--- src/hdl/tmr_defs.svh ---
`ifndef TMR_DEFS_SVH
`define TMR_DEFS_SVH
// Register addresses
`define TMR_ADDR_MODE    16'hFF86
`define TMR_ADDR_PRESC   16'hFF87
`define TMR_ADDR_CCC     16'hFF88
`define TMR_ADDR_OUTC    16'hFF89
// Mode control fields
`define TMR_MODE_OVF     0
`define TMR_MODE_TOG     1
`define TMR_MODE_OPLO    2
`define TMR_MODE_OPHI    3
`define TMR_MODE_MASK    8'h0F
// Capture/compare control fields
`define TMR_CCC_CAP0     0
`define TMR_CCC_TRIG0    1
`define TMR_CCC_CAP1     2
`define TMR_CCC_MASK     8'h07
// Output control fields
`define TMR_OUTC_OE      0
`define TMR_OUTC_INV0    1
`define TMR_OUTC_CLR     2
`define TMR_OUTC_SET     3
`define TMR_OUTC_INV1    4
`define TMR_OUTC_OSPE    5
`define TMR_OUTC_OSPT    6
`define TMR_OUTC_MASK    8'h33
// Prescaler fields
`define TMR_PRE_CLK_LO   0
`define TMR_PRE_E0_LO    4
`define TMR_PRE_E1_LO    6
`define TMR_PRE_MASK     8'hF3
// Reset values and counter maximum
`define TMR_RST_REG      8'h00
`define TMR_RST_CNT      16'h0000
`define TMR_CNT_MAX      16'hFFFF
`endif

--- src/hdl/tmr_pkg.sv ---
package tmr_pkg;
   typedef enum logic [1:0] {
      TMR_OP_STOP  = 2'b00,
      TMR_OP_FREE  = 2'b01,
      TMR_OP_EDGE  = 2'b10,
      TMR_OP_MATCH = 2'b11
   } tmr_op_t;
   typedef enum logic [1:0] {
      TMR_EDGE_FALL = 2'b00,
      TMR_EDGE_RISE = 2'b01,
      TMR_EDGE_BAD  = 2'b10,
      TMR_EDGE_BOTH = 2'b11
   } tmr_edge_t;
   typedef struct packed {
      logic        wr;
      logic        rd;
      logic [15:0] addr;
      logic [7:0]  wdata;
      logic [7:0]  bit_mask;
   } tmr_bus_t;
   typedef struct packed {
      logic match0;
      logic match1;
      logic ovf;
   } tmr_irq_t;
endpackage

--- src/hdl/tmr_ctrl.sv ---
`timescale 1ns/10ps
`include "tmr_defs.svh"
// Functional notes
// Op field: 00 stop and clear, 01 free, 10 edge restart, 11 match restart
// Counter starts when op field goes nonzero, stops when written 00
// Software leaves mode register alone while running, except stop or flag
// Mode control register resets to zero
// Output toggles on a match whose inversion enable is set; toggle bit adds first input edge
// Overflow flag set when counter wraps from all ones to zero
// Overflow flag cleared by writing 0 or stopping; writing 1 sets it
// Capture/compare control resets to zero; unchanged while running
// Register one control bit: 0 compare, 1 capture
// Register zero trigger: 0 second input edge, 1 reverse first edge
// Both-edge first input with reverse capture gives no valid edge
// Register zero control bit picks compare or capture; 0 in match mode
// Reverse capture: second input edge raises match zero irq, no capture
// Capture trigger pulses last longer than two count clocks
// While running only the trigger bits and register one inversion enable of output control written
// Register one inversion enable stays writable while running
// Output control register resets to zero
// Software sets inversions, then output enable, then one level trigger
// Mode control register takes single-bit and whole-byte writes
// Counter reads zero while stopped, else the live count
// Edge select: 00 falling, 01 rising, 11 both, 10 prohibited
// Unused upper bits of mode and capture control read zero
module tmr_ctrl #(
   parameter int CNT_W = 16
) (
   input  wire logic           clk,
   input  wire logic           rst,
   input  wire logic           ce,
   input  wire tmr_pkg::tmr_bus_t bus,
   output logic [7:0]          rdata,
   input  wire logic [CNT_W-1:0] cmp0_wdata,
   input  wire logic           cmp0_wr,
   input  wire logic [CNT_W-1:0] cmp1_wdata,
   input  wire logic           cmp1_wr,
   output logic [CNT_W-1:0]    count_register,
   output logic [CNT_W-1:0]    capcmp_zero,
   output logic [CNT_W-1:0]    capcmp_one,
   input  wire logic           first_input_pin,
   input  wire logic           second_input_pin,
   output logic                timer_out_pin,
   output tmr_pkg::tmr_irq_t   irq
);
   import tmr_pkg::*;

   // ****************************************
   // Registers and write decode
   // ****************************************
   logic [7:0]       timer_mode_control;
   logic [7:0]       capture_compare_control;
   logic [7:0]       timer_output_control;
   logic [7:0]       prescale_mode_reg;
   logic [CNT_W-1:0] cnt;
   logic [CNT_W-1:0] cap0;
   logic [CNT_W-1:0] cap1;
   logic             tout;
   logic [1:0]       pres_cnt_lo;
   logic [7:0]       pres_cnt;
   logic [1:0]       in0_sync;
   logic [1:0]       in1_sync;
   logic             in0_prev;
   logic             in1_prev;

   wire wr_mode  = ce && bus.wr && bus.addr == `TMR_ADDR_MODE;
   wire wr_presc = ce && bus.wr && bus.addr == `TMR_ADDR_PRESC;
   wire wr_ccc   = ce && bus.wr && bus.addr == `TMR_ADDR_CCC;
   wire wr_outc  = ce && bus.wr && bus.addr == `TMR_ADDR_OUTC;

   // Bit mask lets a single-bit write leave the other bits alone
   wire [7:0] mode_wr_val = (timer_mode_control & ~bus.bit_mask)
                           | (bus.wdata & bus.bit_mask);
   wire [7:0] ccc_wr_val  = (capture_compare_control & ~bus.bit_mask)
                           | (bus.wdata & bus.bit_mask);
   wire [7:0] outc_wr_val = (timer_output_control & ~bus.bit_mask)
                           | (bus.wdata & bus.bit_mask);
   wire [7:0] pre_wr_val  = (prescale_mode_reg & ~bus.bit_mask)
                           | (bus.wdata & bus.bit_mask);

   wire [1:0] op_field = timer_mode_control[`TMR_MODE_OPHI:`TMR_MODE_OPLO];
   wire [1:0] next_op  = mode_wr_val[`TMR_MODE_OPHI:`TMR_MODE_OPLO];
   tmr_op_t op;
   assign op = tmr_op_t'(op_field);
   wire running = op != TMR_OP_STOP;
   wire stop_wr = wr_mode && next_op == 2'b00;

   wire toggle_condition      = timer_mode_control[`TMR_MODE_TOG];
   wire reg_zero_capture_sel  = capture_compare_control[`TMR_CCC_CAP0];
   wire reg_zero_trigger_sel  = capture_compare_control[`TMR_CCC_TRIG0];
   wire reg_one_capture_sel   = capture_compare_control[`TMR_CCC_CAP1];
   wire output_enable_bit     = timer_output_control[`TMR_OUTC_OE];
   wire invert_en_zero        = timer_output_control[`TMR_OUTC_INV0];
   wire invert_en_one         = timer_output_control[`TMR_OUTC_INV1];
   wire init_level_set        = wr_outc && outc_wr_val[`TMR_OUTC_SET];
   wire init_level_clear      = wr_outc && outc_wr_val[`TMR_OUTC_CLR];
   wire oneshot_sw_trigger    = wr_outc && outc_wr_val[`TMR_OUTC_OSPT];

   // ****************************************
   // Input synchronisers and edge detection
   // ****************************************
   wire in0 = in0_sync[1];
   wire in1 = in1_sync[1];
   wire in0_rise = in0 && !in0_prev;
   wire in0_fall = !in0 && in0_prev;
   wire in1_rise = in1 && !in1_prev;
   wire in1_fall = !in1 && in1_prev;

   tmr_edge_t first_edge_sel;
   tmr_edge_t second_edge_sel;
   assign first_edge_sel  =
      tmr_edge_t'(prescale_mode_reg[`TMR_PRE_E0_LO +: 2]);
   assign second_edge_sel =
      tmr_edge_t'(prescale_mode_reg[`TMR_PRE_E1_LO +: 2]);

   function automatic logic edge_hit(input tmr_edge_t sel,
                                     input logic rise,
                                     input logic fall);
      unique case (sel)
         TMR_EDGE_FALL: edge_hit = fall;
         TMR_EDGE_RISE: edge_hit = rise;
         TMR_EDGE_BOTH: edge_hit = rise | fall;
         default:       edge_hit = 1'b0;
      endcase
   endfunction

   // Reverse phase with both edges has no opposite edge left to use
   wire both_rev = first_edge_sel == TMR_EDGE_BOTH
                   && reg_zero_trigger_sel;
   wire first_valid = running && !both_rev
                      && edge_hit(first_edge_sel, in0_rise, in0_fall);
   wire first_rev = running && reg_zero_trigger_sel && !both_rev
                    && edge_hit(first_edge_sel, in0_fall, in0_rise);
   wire second_valid = running
                       && edge_hit(second_edge_sel, in1_rise, in1_fall);

   // ****************************************
   // Count clock enable
   // ****************************************
   wire [1:0] clk_sel = prescale_mode_reg[`TMR_PRE_CLK_LO +: 2];
   wire tick = clk_sel == 2'b00 ? 1'b1 :
               clk_sel == 2'b01 ? pres_cnt_lo == 2'b11 :
               clk_sel == 2'b10 ? pres_cnt == 8'hFF :
               first_valid;

   // ****************************************
   // Match, capture and restart
   // ****************************************
   wire match0 = running && tick && !reg_zero_capture_sel
                 && cnt == capcmp_zero;
   wire match1 = running && tick && !reg_one_capture_sel
                 && cnt == capcmp_one;
   wire cap0_trig = running && reg_zero_capture_sel &&
                    (reg_zero_trigger_sel ? first_rev
                                          : second_valid);
   wire cap1_trig = running && reg_one_capture_sel && first_valid;
   wire ext_irq0  = reg_zero_trigger_sel && second_valid;

   wire restart = (op == TMR_OP_EDGE && first_valid)
                  || (op == TMR_OP_MATCH && match0)
                  || (oneshot_sw_trigger && running);
   wire wrap = running && tick && !restart
               && cnt == `TMR_CNT_MAX;
   wire [CNT_W-1:0] next_cnt =
      !running ? CNT_W'(`TMR_RST_CNT) :
      restart  ? CNT_W'(`TMR_RST_CNT) :
      tick     ? cnt + CNT_W'(1) : cnt;

   wire tog = (match0 && invert_en_zero) || (match1 && invert_en_one)
              || (toggle_condition && first_valid);
   wire next_tout = init_level_set   ? 1'b1 :
                    init_level_clear ? 1'b0 :
                    tog              ? !tout : tout;

   // Write 1 sets, write 0 clears; hardware wrap wins over a clear
   wire next_ovf = wrap ? 1'b1 :
                   stop_wr ? 1'b0 :
                   wr_mode ? mode_wr_val[`TMR_MODE_OVF] :
                   timer_mode_control[`TMR_MODE_OVF];
   wire [7:0] next_mode = wr_mode
      ? {mode_wr_val[7:1] & 7'(`TMR_MODE_MASK >> 1), next_ovf}
      : {timer_mode_control[7:1], next_ovf};

   // Running: only trigger bits and register one inversion take effect
   wire [7:0] outc_keep = running ? 8'(1 << `TMR_OUTC_INV1) : 8'hFF;
   wire [7:0] next_outc = ((outc_wr_val & outc_keep)
                          | (timer_output_control & ~outc_keep))
                          & `TMR_OUTC_MASK;

   // ****************************************
   // State update
   // ****************************************
   always_ff @(posedge clk) begin
      if (rst) begin
         timer_mode_control      <= `TMR_RST_REG;
         capture_compare_control <= `TMR_RST_REG;
         timer_output_control    <= `TMR_RST_REG;
         prescale_mode_reg       <= `TMR_RST_REG;
         cnt                     <= CNT_W'(`TMR_RST_CNT);
         cap0                    <= CNT_W'(`TMR_RST_CNT);
         cap1                    <= CNT_W'(`TMR_RST_CNT);
         tout                    <= 1'b0;
         pres_cnt_lo             <= 2'b00;
         pres_cnt                <= 8'h00;
         in0_sync                <= 2'b00;
         in1_sync                <= 2'b00;
         in0_prev                <= 1'b0;
         in1_prev                <= 1'b0;
      end else if (ce) begin
         in0_sync <= {in0_sync[0], first_input_pin};
         in1_sync <= {in1_sync[0], second_input_pin};
         // Start samples level, so a high pin counts as a rising edge
         in0_prev <= running ? in0 : 1'b0;
         in1_prev <= running ? in1 : 1'b0;
         timer_mode_control <= next_mode;
         if (wr_ccc && !running) begin
            capture_compare_control <= ccc_wr_val & `TMR_CCC_MASK;
         end
         if (wr_presc && !running) begin
            prescale_mode_reg <= pre_wr_val & `TMR_PRE_MASK;
         end
         if (wr_outc) begin
            timer_output_control <= next_outc;
         end
         cnt         <= next_cnt;
         pres_cnt_lo <= running ? pres_cnt_lo + 2'b01 : 2'b00;
         pres_cnt    <= running ? pres_cnt + 8'h01 : 8'h00;
         if (cmp0_wr) begin
            cap0 <= cmp0_wdata;
         end else if (cap0_trig) begin
            cap0 <= cnt;
         end
         if (cmp1_wr) begin
            cap1 <= cmp1_wdata;
         end else if (cap1_trig) begin
            cap1 <= cnt;
         end
         tout          <= next_tout;
      end
   end

   // ****************************************
   // Outputs and read mux
   // ****************************************
   assign count_register = running ? cnt : CNT_W'(`TMR_RST_CNT);
   assign capcmp_zero    = cap0;
   assign capcmp_one     = cap1;
   assign timer_out_pin  = output_enable_bit && tout;
   // Reverse-phase capture suppresses the capture interrupt itself
   assign irq.match0 = match0 || ext_irq0
                       || (cap0_trig && !reg_zero_trigger_sel);
   assign irq.match1 = match1 || cap1_trig;
   assign irq.ovf    = wrap;

   // Trigger bits always read back as zero
   wire [7:0] outc_rd = timer_output_control & `TMR_OUTC_MASK;
   always_comb begin
      unique case (bus.addr)
         `TMR_ADDR_MODE:  rdata = timer_mode_control & `TMR_MODE_MASK;
         `TMR_ADDR_PRESC: rdata = prescale_mode_reg;
         `TMR_ADDR_CCC:   rdata = capture_compare_control
                                  & `TMR_CCC_MASK;
         `TMR_ADDR_OUTC:  rdata = outc_rd;
         default:         rdata = 8'h00;
      endcase
   end
endmodule

--- config.mk ---
export PLATFORM = sky130hd
export DESIGN_NAME = tmr_ctrl
export DESIGN_NICKNAME = d
export VERILOG_FILES = /design/src/hdl/tmr_pkg.sv /design/src/hdl/tmr_ctrl.sv
export VERILOG_INCLUDE_DIRS = /design/src /design/src/hdl
export SDC_FILE = /design/constraint.sdc
export NUM_CORES = 1
export LEC_CHECK = 0
export BUFFER_PORTS_ARGS = -buffer_cell sky130_fd_sc_hd__buf_2
export CORE_ASPECT_RATIO = 1.4
export CORE_UTILIZATION = 48
export DETAILED_ROUTE_END_ITERATION = 16
export GPL_TIMING_DRIVEN = 0
export PLACE_DENSITY = 0.74
export SETUP_SLACK_MARGIN = 0.05
export SLEW_MARGIN = 10
export SYNTH_ARGS = -nofsm -noshare
export SYNTH_HDL_FRONTEND = slang
export SYNTH_SLANG_ARGS = --single-unit
--- constraint.sdc ---
create_clock -name clk -period 3.15 [get_ports clk]
set_clock_uncertainty 0.15 [all_clocks]
set_input_delay 0.315 -clock clk [delete_from_list [all_inputs] [get_ports clk]]
set_output_delay 0.315 -clock clk [all_outputs]
set_load 0.1 [all_outputs]
# Word-level counts from Yosys, hierarchy flattened
# Cells that the tools add are included.
op_classes:
  muxes: 27
  n_bitwise: 16
  n_addsub: 3
  reduce_logical: 76
  n_eq_ne: 18
op_table:
  columns: ["cell", "n"]
  rows:
  - ["$mux W16", 8]
  - ["$eq A16 B16 Y1 const B", 5]
  - ["$logic_and A1 B1 Y1", 42]
  - ["$eq A16 B16 Y1", 2]
  - ["$pmux W8 S4", 1]
  - ["$add A16 B1 Y16 const B", 1]
  - ["$and A8 B8 Y8", 2]
  - ["$reduce_and A2 Y1", 8]
  - ["$and A6 B6 Y6", 2]
  - ["$eq A2 B2 Y1 const B", 6]
  - ["$mux W1", 12]
  - ["$logic_not A1 Y1", 11]
  - ["$pmux W1 S3", 3]
  - ["$add A8 B1 Y8 const B", 1]
  - ["$eq A8 B8 Y1 const B", 1]
  - ["$logic_not A2 Y1", 4]
  - ["$mux W8", 1]
  - ["$not A8 Y8", 1]
  - ["$or A8 B8 Y8", 1]
  - ["$and A6 B7 Y7", 1]
  - ["$logic_or A1 B1 Y1", 7]
  - ["$or A7 B7 Y7", 1]
  - ["$eq A2 B1 Y1 const B", 3]
  - ["$mux W6", 1]
  - ["other kinds (12)", 15]
word_totals:
  regBits: 82
  output_inout_bits: 60
  input_bits: 73
  elab_cells: 155

# Longest topological paths before layout
depth:
  word_depth: 18
  ltp_mapped: 11
  ltp_nobuf: 9

# Worst setup path after synthesis
# No wires, ideal clock.
synth_path:
  path_kind: "input-to-output"
  start: "in bus[21] (netlist name)"
  end: "out rdata[3]"
  arrival_time_ns: 3.466
  path_slack_ns: -0.781
  required_time_ns: 2.685
  path_buffers: 0
  cell_stages: 3
  path_cell_list: "or4b_4 or4_4 nor3_1"
synth_between:
  elab_chain_len: 2
  elab_cells_between_ends: 5
  classes_between: "4 x eq/ne; 1 x mux"
synth_lines:
  columns: ["item", "line", "rtl"]
  rows:
  - ["start: declaration", "tmr_ctrl.sv:32", "input wire tmr_pkg::tmr_bus_t bus,"]
  - ["$eq A16 B16 Y1", "tmr_ctrl.sv:258", "unique case (bus.addr)"]
  - ["$pmux W8 S4 *", "tmr_ctrl.sv:258", null]
  - ["end: declaration", "tmr_ctrl.sv:33", "output logic [7:0] rdata,"]
# Every way passes the cells marked *; elsewhere a longest branch is shown, timed or not.

==> impl_metrics.csv <==
group,metric,value,unit
sta,whs,0.0534,ns
finish,drive_gt1_frac,0.260,
synthesis,async_reset_ff_frac,0,
placement,place_congestion,0.900,
finish,nets,795,
worst_setup_path,slowest_stage,"dfxtp_1",
cts,cts_buffers,9,
synthesis,synth.net_count,656,
worst_setup_path,critPathRequiredTime,2.68,ns
cts,cts.hold.buffers_added,0,
route,drtIter0Drc,269,
synthesis,synth_edf_count,0,
route,viasPerCell,5.66,
global_route,overflow,0,
synthesis,yosysSeqAreaShare,0.342,
synthesis,synth_top_area_cell,"dfxtp_1",
synthesis,yosysTopAreaCellShare,0.342,
job,cap_violations,0,
power_and_ir_drop,p_leak,2.62,nW
synthesis,ys_top_cells_by_count,"82 x dfxtp_1, 74 x nor2_1, 54 x mux2i_1",
power_and_ir_drop,switching_share,0.308,
worst_setup_path,cp_common_cell,"buf_6",
power_and_ir_drop,pwr-share-seq,0.411,
cts,cts_sinks,82,
finish,diodes,0,
synthesis,yosysWarnings,0,
hold_path,hp-start,"bus[15]",
route,first_pass_iters,5,
floorplan,die_w,86.5,microns
synthesis,synth-seq-cells,82,
sta,worst_pin_slew,0.741,ns
synthesis,yosysUniqueCellTypes,57,
placement,pre_cts_ws,0.0900,ns
hold_path,hold_path_class,"in2reg",
worst_setup_path,r2r_slack,0.57,ns
worst_setup_path,r2r_end,"capcmp_one[15]",
cts,clkLatencyLatePin,0.35,ns
placement,port_buffers,127,
synthesis,ys_top_cells_by_area,"dfxtp_1 34%, mux2i_1 11%, nor2_1 5.8%",
route,routed-via-count,4822,
floorplan,die_area,10400,sq um
route,ant_nets,0,
global_route,grt_pass1_vias,4642,
synthesis,synth.cell_area,4800,sq um
synthesis,synth_most_common_cell,"dfxtp_1",
route,wl_per_cell,16.7,microns
worst_setup_path,crit_chain,"inv_1 -> ha_1 -> o311ai_2 -> and2_4 -> a31o_1 -> buf_6 -> nand3_1 -> a21oi_2 -> buf_6",
sta,finalHoldViolCount,0,
floorplan,io_pins,133,
route,drc,0,
worst_setup_path,cp-end-kind,"output port",
cts,cts_root_buf,"clkbuf_16",
finish,area_delta_synth_final,24.9,%
global_route,grt_max_degree,16,
sta,rsz0062_at_grt,"no",
sta,drv_slew,0,
sta,period_share,0.946,
power_and_ir_drop,ir_drop,335,uV
synthesis,syn_inst,576,
synthesis,ys.flop_type,"dfxtp_1",
floorplan,die_h,120,microns
outcome,status,"complete, no violations",
worst_setup_path,timing.rr.start,"in0_sync[1]",
cts,h-tree-depth,3,
global_route,grt_pass1_wl,22.6,mm
placement,dp_hpwl,10.7,mm
sta,setup_viol,0,
worst_setup_path,worstSetupStartpointType,"flip-flop",
synthesis,syn_area_per_cell,8.33,sq um
sta,maxSlewHeadroom,0.506,
route,routed_wirelength,14.2,mm
cts,cts_buffer_depth,2,
worst_setup_path,ff2ff_path_depth,9,
power_and_ir_drop,combPwrFrac,0.176,
sta,setup_ws,0.171,ns
sta,final.setup.tns,0,ns
power_and_ir_drop,power_density,445,nW/um^2
sta,max_freq,336,MHz
floorplan,row_count,42,
power_and_ir_drop,switchingPower,0.823,mW
cts,cts_tree,"built",
hold_path,whs_path_depth,3,
worst_setup_path,critPathKind,"reg2out",
worst_setup_path,worstPathArrival,2.51,ns
cts,clkSlewWorstSetupHoldPaths,0.06,ns
sta,fin_crit,2.98,ns
worst_setup_path,slowest_delay,0.39,ns
floorplan,coreArea,9560,sq um
global_route,grtUsageTotal,0.279,
power_and_ir_drop,p_int,1.85,mW
worst_setup_path,crit_fanout,10,
power_and_ir_drop,clkPwrFrac,0.413,
floorplan,start_util,0.502,
global_route,antenna_found_initial,0,
area by class of cell:
cell class / instances / area, sq um
clock inverter: 6 / 73.8
inverter: 12 / 45.0
buffer: 47 / 225
multi-input combinational: 433 / 2930
clock buffer: 10 / 239
sequential: 82 / 1640
timing repair buffer: 130 / 673
tap: 132 / 165
fill: 889 / 3570
critical path, delay by kind of cell, from the launching register on:
kind	cells	cell delay, ns
AO/OA/AOI/OAI	3	0.68
adder cells (fa/ha/maj)	1	0.30
buffers and inverters	3	0.47
flip-flops	1	0.39
AND/OR/NAND/NOR	2	0.33
layout by cell type (no fill, tap or decap), drive strengths merged, types with 4 or more instances in the layout:
master	netlist	layout
buf	17	146
dfxtp	82	82
nor2	75	75
mux2i	54	54
nand2	47	47
clkbuf	32	41
a211oi	33	33
nor2b	21	21
xnor2	20	20
nand3	19	19
xor2	18	18
nand4	15	15
a21oi	15	15
inv	12	14
o22ai	12	12
a22o	12	12
nor3	12	12
and3	11	11
o21ai	8	8
nor4	8	8
a31oi	7	7
ha	7	7
nand2b	4	4
worst max path at each step:
| stage | from | to | cells past startpoint |
|---|---|---|---|
| floorplan | bus[21] | rdata[0] | 3 |
| global placement | cnt[15] | irq[0] | 9 |
| detailed placement | cnt[15] | irq[0] | 9 |
| CTS | cnt[9] | irq[0] | 9 |
| global route | cnt[9] | irq[0] | 9 |
| finish | in0_sync[1] | irq[1] | 9 |
cell families (layout without fill, tap and decap cells):
kind of cell               Yosys count  count (layout)  synth area share
buffers and inverters               61             205            0.0563
AOI/OAI and AO/OA                  105             105             0.154
DFF                                 82              82             0.342
and+or+nand+nor                    228             228             0.245
adders and majority gates            7               7            0.0182
muxes                               55              55             0.115
xor gates and xnor gates            38              38            0.0693
layer usage:
metal	GRT usage	wire (microns)
met5	0	0
met4	0.125	440
met3	0.0362	589
met2	0.514	7590
met1	0.315	5630
power by group through the flow:
stage | registers (mW) | clock network [mW] | logic [mW]
4_1_cts | 1.10 | 1.11 | 0.463
5_1_grt | 1.10 | 1.15 | 0.496
2_1_floorplan | 1.30 | 0 | 0.157
3_3_place_gp | 1.12 | 0 | 0.452
3_5_place_dp | 1.12 | 0 | 0.459
6_report | 1.10 | 1.10 | 0.470
stage by stage:
stage | total power [mW] | util | std cells | instance area, sq um
floorplan | 1.46 | - | 576 | 4820
detailed placement | 1.58 | 0.587 | 835 | 5620
finish | 2.67 | 0.627 | 852 | 5990
CTS | 2.66 | 0.622 | 849 | 5950
global placement | 1.57 | 0.587 | 835 | 5620
global route | 2.74 | 0.627 | 852 | 5990
timing repair:
item	in CTS	in global routing
hold endpoints to repair	0	0
buffers inserted	0	3
gates resized for setup	7	11
pin swaps	0	2
gates cloned	0	0
setup endpoints to repair	3	2
(Power assumes the default switching activity.)
